**src/common/cias_pkg.sv**
```systemverilog
// shared constants and types for interrupt entry and status word
package cias_pkg;
	localparam int CLK_PERIOD_NS = 5;
	localparam int SPUR_TIME_NS = 640;
	localparam int SPUR_CYCLES = (SPUR_TIME_NS + CLK_PERIOD_NS - 1) / CLK_PERIOD_NS;
	localparam logic [2:0] FC_CPU_SPACE = 3'h7;
	localparam logic [2:0] FC_IDLE = 3'h0;
	localparam logic [3:0] ADDR_HI_ONES = 4'hF;
	localparam logic [3:0] ADDR_ACK_TYPE = 4'hF;
	localparam logic [11:0] ADDR_MID_ONES = 12'hFFF;
	localparam logic ADDR_BIT0 = 1'b1;
	localparam logic [2:0] LEVEL_NMI = 3'h7;
	localparam int PSW_T_HI = 15;
	localparam int PSW_T_LO = 14;
	localparam int PSW_S = 13;
	localparam int PSW_IP_HI = 10;
	localparam int PSW_IP_LO = 8;
	localparam int PSW_CC_W = 5;
	localparam logic [15:0] PSW_IMPL_MASK = 16'hE71F;
	localparam logic [15:0] PSW_RESET = 16'h2700;
	typedef enum logic [2:0] {
		CIAS_OP_READ,
		CIAS_OP_WRITE_SR,
		CIAS_OP_WRITE_CCR,
		CIAS_OP_AND_IMMEDIATE_OP_CCR,
		CIAS_OP_AND_IMMEDIATE_OP_SR
	} cias_op_type;
	function automatic logic [23:0] cias_ack_addr(input logic [2:0] level);
		cias_ack_addr = {ADDR_HI_ONES, ADDR_ACK_TYPE, ADDR_MID_ONES, level, ADDR_BIT0};
	endfunction : cias_ack_addr
endpackage : cias_pkg

```
**src/logic/cias_top.sv**
```systemverilog
// interrupt entry sequencer: stacking, acknowledge cycle, spurious handling
// Summary of operation
// - take a pending valid request only at a boundary, no higher exception busy
// - stack the status word first, then the program counter, before acknowledging
// - function code outputs read all ones during the acknowledge cycle
// - address bits 23:20 and 19:16 all ones, marking an acknowledge cycle
// - address bits 15:4 all ones during the acknowledge cycle
// - address bits 3:1 carry the acknowledged level, bit 0 high
// - acknowledged level copied from the address into the priority mask
// - no contender: monitor raises bus error, spurious exception follows
// - status word layout: trace, supervisor, mask, five condition bits
// - reset clears trace, sets supervisor, mask all ones
// - user privilege reaches only the condition byte
// - supervisor reads and changes the whole status word
// - and immediate masks the condition byte
// - and immediate masks the whole word, supervisor only
`timescale 1ns/100ps
module cias_top import cias_pkg::*; #(
	parameter int SPUR_WAIT = SPUR_CYCLES
) (
	input wire logic mclk,
	input wire logic rst_b,
	input wire logic irq_pending,
	input wire logic [2:0] irq_level,
	input wire logic at_boundary,
	input wire logic higher_exc_busy,
	input wire logic [31:0] pc_value,
	input wire logic push_done,
	input wire logic contend_pin,
	input wire logic term_pin,
	input wire logic [7:0] data_pin,
	input wire logic sr_op_valid,
	input cias_op_type sr_op,
	input wire logic [15:0] sr_wdata,
	input wire logic cc_load,
	input wire logic [PSW_CC_W-1:0] cc_in,
	output logic push_valid,
	output logic [31:0] push_data,
	output logic [2:0] function_code_outputs,
	output logic [23:0] ack_addr,
	output logic ack_cycle,
	output logic bus_error_strobe,
	output logic spurious_exc,
	output logic vector_valid,
	output logic [7:0] vector_num,
	output logic [15:0] processor_status_word,
	output logic [15:0] sr_rdata,
	output logic priv_violation
);
	typedef enum logic [2:0] {
		ST_IDLE,
		ST_WAIT,
		ST_PUSH_SR,
		ST_PUSH_PC,
		ST_ACK
	} cias_state_type;

	cias_state_type st;
	cias_state_type next_st;
	logic [2:0] lvl;
	logic contended;
	logic ack_start;
	logic contend_m;
	logic contend_s;
	logic term_m;
	logic term_s;
	logic [7:0] data_m;
	logic [7:0] data_s;
	logic spur_to;

	// pins pass two flops; data settles in the same cycle as termination
	always_ff @(posedge mclk or negedge rst_b) begin
		if (!rst_b) begin
			contend_m <= 1'b0;
			contend_s <= 1'b0;
			term_m <= 1'b0;
			term_s <= 1'b0;
			data_m <= 8'h00;
			data_s <= 8'h00;
		end else begin
			contend_m <= contend_pin;
			contend_s <= contend_m;
			term_m <= term_pin;
			term_s <= term_m;
			data_m <= data_pin;
			data_s <= data_m;
		end
	end

	wire [2:0] cur_mask = processor_status_word[PSW_IP_HI:PSW_IP_LO];
	// level seven always gets through the mask
	wire req_valid = irq_pending && irq_level != 3'h0
		&& (irq_level > cur_mask || irq_level == LEVEL_NMI);
	// wait for boundary and no higher exception
	wire may_start = at_boundary && !higher_exc_busy;
	wire sr_saved = st == ST_PUSH_SR && push_done;
	wire pc_saved = st == ST_PUSH_PC && push_done;
	wire ack_done = st == ST_ACK && contended && term_s;
	// monitor runs only while nobody contends
	wire spur_run = st == ST_ACK && !contended && !contend_s && !spur_to;
	wire spur_end = st == ST_ACK && spur_to;

	// status word stacked, then program counter
	always_comb begin
		next_st = st;
		case (st)
			ST_IDLE: begin
				if (req_valid) begin
					next_st = may_start ? ST_PUSH_SR : ST_WAIT;
				end
			end
			ST_WAIT: begin
				if (may_start) begin
					next_st = ST_PUSH_SR;
				end
			end
			ST_PUSH_SR: begin
				if (push_done) begin
					next_st = ST_PUSH_PC;
				end
			end
			ST_PUSH_PC: begin
				if (push_done) begin
					next_st = ST_ACK;
				end
			end
			ST_ACK: begin
				if (ack_done || spur_end) begin
					next_st = ST_IDLE;
				end
			end
			default: begin
				next_st = ST_IDLE;
			end
		endcase
	end

	wire next_ack = next_st == ST_ACK;
	wire next_push = next_st == ST_PUSH_SR || next_st == ST_PUSH_PC;
	// request level frozen once accepted, so a change cannot skew the cycle
	wire [2:0] next_lvl = (st == ST_IDLE && req_valid) ? irq_level : lvl;
	wire [31:0] next_push_data = (next_st == ST_PUSH_SR) ?
		{16'h0000, processor_status_word} : pc_value;
	wire [2:0] next_fc = next_ack ? FC_CPU_SPACE : FC_IDLE;
	wire [23:0] next_addr = next_ack ? cias_ack_addr(next_lvl) : 24'h000000;
	wire next_contended = st == ST_ACK && (contended || contend_s);

	always_ff @(posedge mclk or negedge rst_b) begin
		if (!rst_b) begin
			st <= ST_IDLE;
			lvl <= 3'h0;
			contended <= 1'b0;
			ack_start <= 1'b0;
			push_valid <= 1'b0;
			push_data <= 32'h00000000;
			function_code_outputs <= FC_IDLE;
			ack_addr <= 24'h000000;
			ack_cycle <= 1'b0;
			spurious_exc <= 1'b0;
			vector_valid <= 1'b0;
			vector_num <= 8'h00;
		end else begin
			st <= next_st;
			lvl <= next_lvl;
			contended <= next_contended;
			ack_start <= next_ack && st != ST_ACK;
			push_valid <= next_push;
			push_data <= next_push_data;
			function_code_outputs <= next_fc;
			ack_addr <= next_addr;
			ack_cycle <= next_ack;
			spurious_exc <= spur_end;
			vector_valid <= ack_done;
			vector_num <= ack_done ? data_s : vector_num;
		end
	end

	cias_spur_mon #(
		.CYCLES(SPUR_WAIT)
	) u_mon (
		.mclk(mclk),
		.rst_b(rst_b),
		.run(spur_run),
		.timeout(spur_to)
	);
	assign bus_error_strobe = spur_to;

	// mask taken from the address bus
	cias_status_word u_psw (
		.mclk(mclk),
		.rst_b(rst_b),
		.op_valid(sr_op_valid),
		.op(sr_op),
		.wdata(sr_wdata),
		.entry_set(sr_saved),
		.mask_load(ack_start),
		.mask_val(ack_addr[3:1]),
		.cc_load(cc_load),
		.cc_in(cc_in),
		.psw(processor_status_word),
		.rdata(sr_rdata),
		.priv_err(priv_violation)
	);
endmodule : cias_top

```
**src/logic/cias_spur_mon.sv**
```systemverilog
// spurious interrupt monitor: timeout while an acknowledge goes unanswered
`timescale 1ns/100ps
module cias_spur_mon import cias_pkg::*; #(
	parameter int CYCLES = SPUR_CYCLES
) (
	input wire logic mclk,
	input wire logic rst_b,
	input wire logic run,
	output logic timeout
);
	localparam int CW = $clog2(CYCLES + 1);
	logic [CW-1:0] cnt;
	wire last = cnt == CW'(CYCLES - 1);
	wire [CW-1:0] next_cnt = (run && !last) ? cnt + CW'(1) : '0;

	always_ff @(posedge mclk or negedge rst_b) begin
		if (!rst_b) begin
			cnt <= '0;
			timeout <= 1'b0;
		end else begin
			cnt <= next_cnt;
			timeout <= run && last;
		end
	end
endmodule : cias_spur_mon

```
**src/logic/cias_status_word.sv**
```systemverilog
// processor status word with privileged access and immediate masking
`timescale 1ns/100ps
module cias_status_word import cias_pkg::*; (
	input wire logic mclk,
	input wire logic rst_b,
	input wire logic op_valid,
	input cias_op_type op,
	input wire logic [15:0] wdata,
	input wire logic entry_set,
	input wire logic mask_load,
	input wire logic [2:0] mask_val,
	input wire logic cc_load,
	input wire logic [PSW_CC_W-1:0] cc_in,
	output logic [15:0] psw,
	output logic [15:0] rdata,
	output logic priv_err
);
	wire sup = psw[PSW_S];
	wire sys_op = op_valid && (op == CIAS_OP_WRITE_SR || op == CIAS_OP_AND_IMMEDIATE_OP_SR);
	wire [15:0] wr_sr = wdata & PSW_IMPL_MASK;
	wire [15:0] wr_ccr = {psw[15:8], wdata[7:0] & PSW_IMPL_MASK[7:0]};
	wire [15:0] and_immediate_op_ccr = {psw[15:8], psw[7:0] & wdata[7:0]};
	wire [15:0] and_immediate_op_sr = psw & wdata;
	wire [15:0] op_val = !op_valid ? psw :
		(op == CIAS_OP_WRITE_SR && sup) ? wr_sr :
		(op == CIAS_OP_WRITE_CCR) ? wr_ccr :
		(op == CIAS_OP_AND_IMMEDIATE_OP_CCR) ? and_immediate_op_ccr :
		(op == CIAS_OP_AND_IMMEDIATE_OP_SR && sup) ? and_immediate_op_sr : psw;
	wire [15:0] cc_val = (cc_load && !op_valid) ? {psw[15:PSW_CC_W], cc_in} : op_val;
	wire [15:0] ip_val = mask_load ?
		{cc_val[15:PSW_IP_HI+1], mask_val, cc_val[PSW_IP_LO-1:0]} : cc_val;
	wire [15:0] next_psw = entry_set ? {2'b00, 1'b1, ip_val[PSW_S-1:0]} : ip_val;
	wire [15:0] next_rdata = (op_valid && op == CIAS_OP_READ) ?
		(sup ? psw : {8'h00, psw[7:0]}) : rdata;

	// reset trace clear, supervisor, mask ones
	always_ff @(posedge mclk or negedge rst_b) begin
		if (!rst_b) begin
			psw <= PSW_RESET;
			rdata <= 16'h0000;
			priv_err <= 1'b0;
		end else begin
			psw <= next_psw;
			rdata <= next_rdata;
			priv_err <= sys_op && !sup;
		end
	end
endmodule : cias_status_word

```
**config.mk**
```make
export PLATFORM = sky130hd
export DESIGN_NAME = cias_top
export DESIGN_NICKNAME = d
export VERILOG_FILES = /design/src/common/cias_pkg.sv /design/src/logic/cias_top.sv /design/src/logic/cias_spur_mon.sv /design/src/logic/cias_status_word.sv
export SDC_FILE = /design/constraint.sdc
export NUM_CORES = 1
export LEC_CHECK = 0
export BUFFER_PORTS_ARGS = -buffer_cell sky130_fd_sc_hd__buf_4
export CORE_UTILIZATION = 40
export DETAILED_ROUTE_END_ITERATION = 7
export PLACE_DENSITY_LB_ADDON = 0.05
export SYNTH_ARGS = -nofsm -noshare
export SYNTH_HDL_FRONTEND = slang
export SYNTH_HIERARCHICAL = 1
export SYNTH_SLANG_ARGS = --single-unit
```
**constraint.sdc**
```tcl
create_clock -name mclk -period 3.8 [get_ports mclk]
set_input_delay 0.19 -clock mclk [delete_from_list [all_inputs] [get_ports mclk]]
set_output_delay 0.19 -clock mclk [all_outputs]
set_load 0.005 [all_outputs]
```
==> impl_metrics.py <==
metrics = {
    "outcome": {
        "status": "finished clean",
    },
    "setup_path": {
        "timing.setup.critical_path_class": "reg2reg",
        "endpoint_kind": "register",
        "crit_arrival_ns": 2.94,
        "path_max_fanout": 17,
        "crit_required_ns": 4.09,
        "cp-start-kind": "register",
    },
    "floorplanning": {
        "die_w_um": 113,
        "coreArea_um2": 12000,
        "row_count": 40,
        "die-area_um2": 12700,
        "die_h_um": 113,
        "io_pins": 182,
        "start_util": 0.410,
    },
    "sta": {
        "worst_pin_slew_ns": 0.740,
        "period_minus_slack_ns": 2.65,
        "slew_headroom": 0.500,
        "setup_viol": 0,
        "finalHoldViolCount": 0,
        "hold_slack_ns": 0.0411,
        "setup_tns_ns": 0,
        "fmax_mhz": 378,
        "finalCritPeriodShare": 0.696,
        "skew_ns": 0.0153,
        "slew_violations": 0,
        "rsz0062_at_grt": "false",
    },
    "synthesis": {
        "synthAdderAreaFrac": 0.0102,
        "synth_mux_area_frac": 0.100,
        "syn_area_um2": 4910,
        "synth_seq_cells": 117,
        "syn_avg_cell_area_um2": 12.9,
        "ys_types": 56,
        "synth_top_family_by_area": "simple AND/OR/NAND/NOR gates",
        "syn_nets": 462,
        "synth-xor-area-share": 0.00714,
        "synth_compound_area_frac": 0.0951,
        "async_flop_share": 1.00,
        "syn_inst": 381,
        "ys_seq_area_frac": 0.598,
        "synth_flop_cell": "dfrtp_1",
        "ys_warn_count": 6,
        "synth-simple-area-share": 0.124,
        "synth_edf_count": 0,
    },
    "finish": {
        "post-route-util": 0.605,
        "diodes": 0,
        "nets": 669,
        "drive_above_1_share": 0.438,
        "syn2layout_area_growth_pct": 47.6,
        "mostFrequentLayoutCell": "buf_4",
        "final_cell_mix": "183 x buf_4, 113 x dfrtp_1, 42 x dlygate4sd3_1, 31 x nand2_1",
    },
    "placement": {
        "numPortBuffers": 181,
        "dp_hpwl_mm": 7.82,
        "gp_congestion": 0.789,
    },
    "clock_network": {
        "cts-root-buf": "clkbuf_16",
        "clk_pin_slew_worst_paths_ns": 0.05,
        "cts_htree_levels": 4,
        "postCtsSetupRepairBufs": 0,
        "numCtsBuffers": 17,
        "clock_sinks": 117,
        "clk_path_buf_depth": 2,
        "clk_latency_ns": 0.42,
        "cts_tree": "done",
    },
    "drt": {
        "drc": 0,
        "postRouteAntennaNets": 0,
        "vias_per_cell": 4.75,
        "drt_first_iter_violations": 133,
        "drt-total-wl_mm": 11.3,
        "dr.pass1.iters": 4,
        "vias": 3550,
        "post_drt_wl_per_cell_um": 15.2,
    },
    "power": {
        "leakagePower_nw": 3.54,
        "max-vdd-ir-drop_v": 0.000420,
        "powerDensity_nw_per_um2": 656,
        "power_mw": 4.75,
    },
    "job": {
        "maxCapViolCount": 0,
    },
    "grt": {
        "grt_pass1_vias": 3521,
        "antenna_found_initial": 0,
        "overflow": 0,
        "grt_use_total": 0.189,
        "grt_pass1_wl_mm": 17.9,
        "grt_max_degree": 43,
    },
    "min_path": {
        "hold_class": "in2reg",
    },
}
==> final timing paths <==
check / end / cells past startpoint / slack, ns / start
worst max-delay path: push_data[12]$_DFF_PN0_ / 8 / 1.15 / u_psw/psw[9]$_DFFE_PN1P_
worst min-delay path: push_data[9]$_DFF_PN0_ / 2 / 0.04 / pc_value[9]
worst max register to register: push_data[12]$_DFF_PN0_ / 8 / 1.15 / u_psw/psw[9]$_DFFE_PN1P_
worst min register to register: contend_s$_DFF_PN0_ / 0 / 0.34 / contend_m$_DFF_PN0_
max in group asynchronous: u_psw/psw[8]$_DFFE_PN1P_ / 3 / 2.64 / rst_b
min in group asynchronous: u_psw/rdata[2]$_DFFE_PN0P_ / 2 / 0.27 / rst_b
==> sequential cells by signal, summed over array words and instances (netlist names), 3 cells and up <==
name         cells
data_m           8
lvl              3
ack_addr         4
st               3
u_psw/psw       16
u_mon/cnt        8
push_data       32
u_psw/rdata     16
vector_num       8
data_s           8
==> Yosys cell counts, types with 3 or more instances <==
cell type  count  area share
dfrtp_1      113        0.58
nand2_1       31       0.024
buf_4         24       0.037
and2_1        19       0.024
mux2_4        19       0.058
nand2b_1      15       0.019
mux2_2        14       0.032
nor2_1        12      0.0092
inv_1         11      0.0084
o21ai_0        9      0.0092
buf_6          6       0.014
nand3_1        6      0.0061
o21ai_1        6      0.0061
o311ai_0       6       0.011
a21oi_1        5      0.0051
a31oi_1        5      0.0064
mux2i_1        5       0.010
o21ai_2        5      0.0089
o221ai_1       5      0.0089
clkbuf_1       4      0.0031
dfstp_2        4       0.021
ha_1           4       0.010
xnor2_1        4      0.0071
a21boi_0       3      0.0046
buf_1          3      0.0023
o311a_1        3      0.0061
o32ai_1        3      0.0054
or3_1          3      0.0038
==> logic make-up after synthesis <==
| family | count (synthesis) |
|---|---|
| AOI/OAI and AO/OA | 61 |
| xor gates and xnor gates | 4 |
| adders and majority gates | 4 |
| buffers and inverters | 49 |
| DFF | 117 |
| muxes | 38 |
| and+or+nand+nor | 108 |
==> final cells by class <==
class,count,area [µm²]
timing repair buffer,226,1810
fill,995,4720
inverter,11,41.3
tap,147,184
clock buffer,22,464
sequential,117,2930
clock inverter,9,151
multi-input combinational,215,1650
==> through the flow <==
step	setup WS (ns)	area, µm²	instances
2_1_floorplan	1.58	4910	381
3_3_place_gp	1.19	6210	674
3_5_place_dp	1.12	6210	674
4_1_cts	1.11	7240	747
5_1_grt	1.02	7240	747
6_report	1.15	7240	747
==> worst max-delay path, stage by stage (launching register included) <==
cell	delay, ns
dfstp_2	0.56
inv_1	0.06
ha_1	0.28
nor2b_1	0.13
o21ai_0	0.26
a211oi_4	0.16
a21oi_4	0.50
buf_12	0.24
mux2_4	0.31
==> layer usage <==
metal | GRT usage | up-vias | share of wire
li1 | - | 1728 | -
met1 | 0.229 | 1690 | 0.43
met2 | 0.300 | 113 | 0.49
met3 | 0.0707 | 19 | 0.057
met4 | 0.0898 | 0 | 0.023
met5 | 0 | - | 0
==> power by group <==
group | internal [mW] | switching, mW | leakage (nW)
registers | 1.54 | 0.208 | 1.47
clock network | 1.12 | 0.540 | 0.300
logic | 0.817 | 0.520 | 1.77
total | 3.48 | 1.27 | 3.54
==> timing repair <==
item                                   4_1_cts  5_1_grt
endpoints found under the hold margin       74        0
hold buffers                                42        0
gates resized for setup                      0        0
Power figures use the tool's default switching activity.
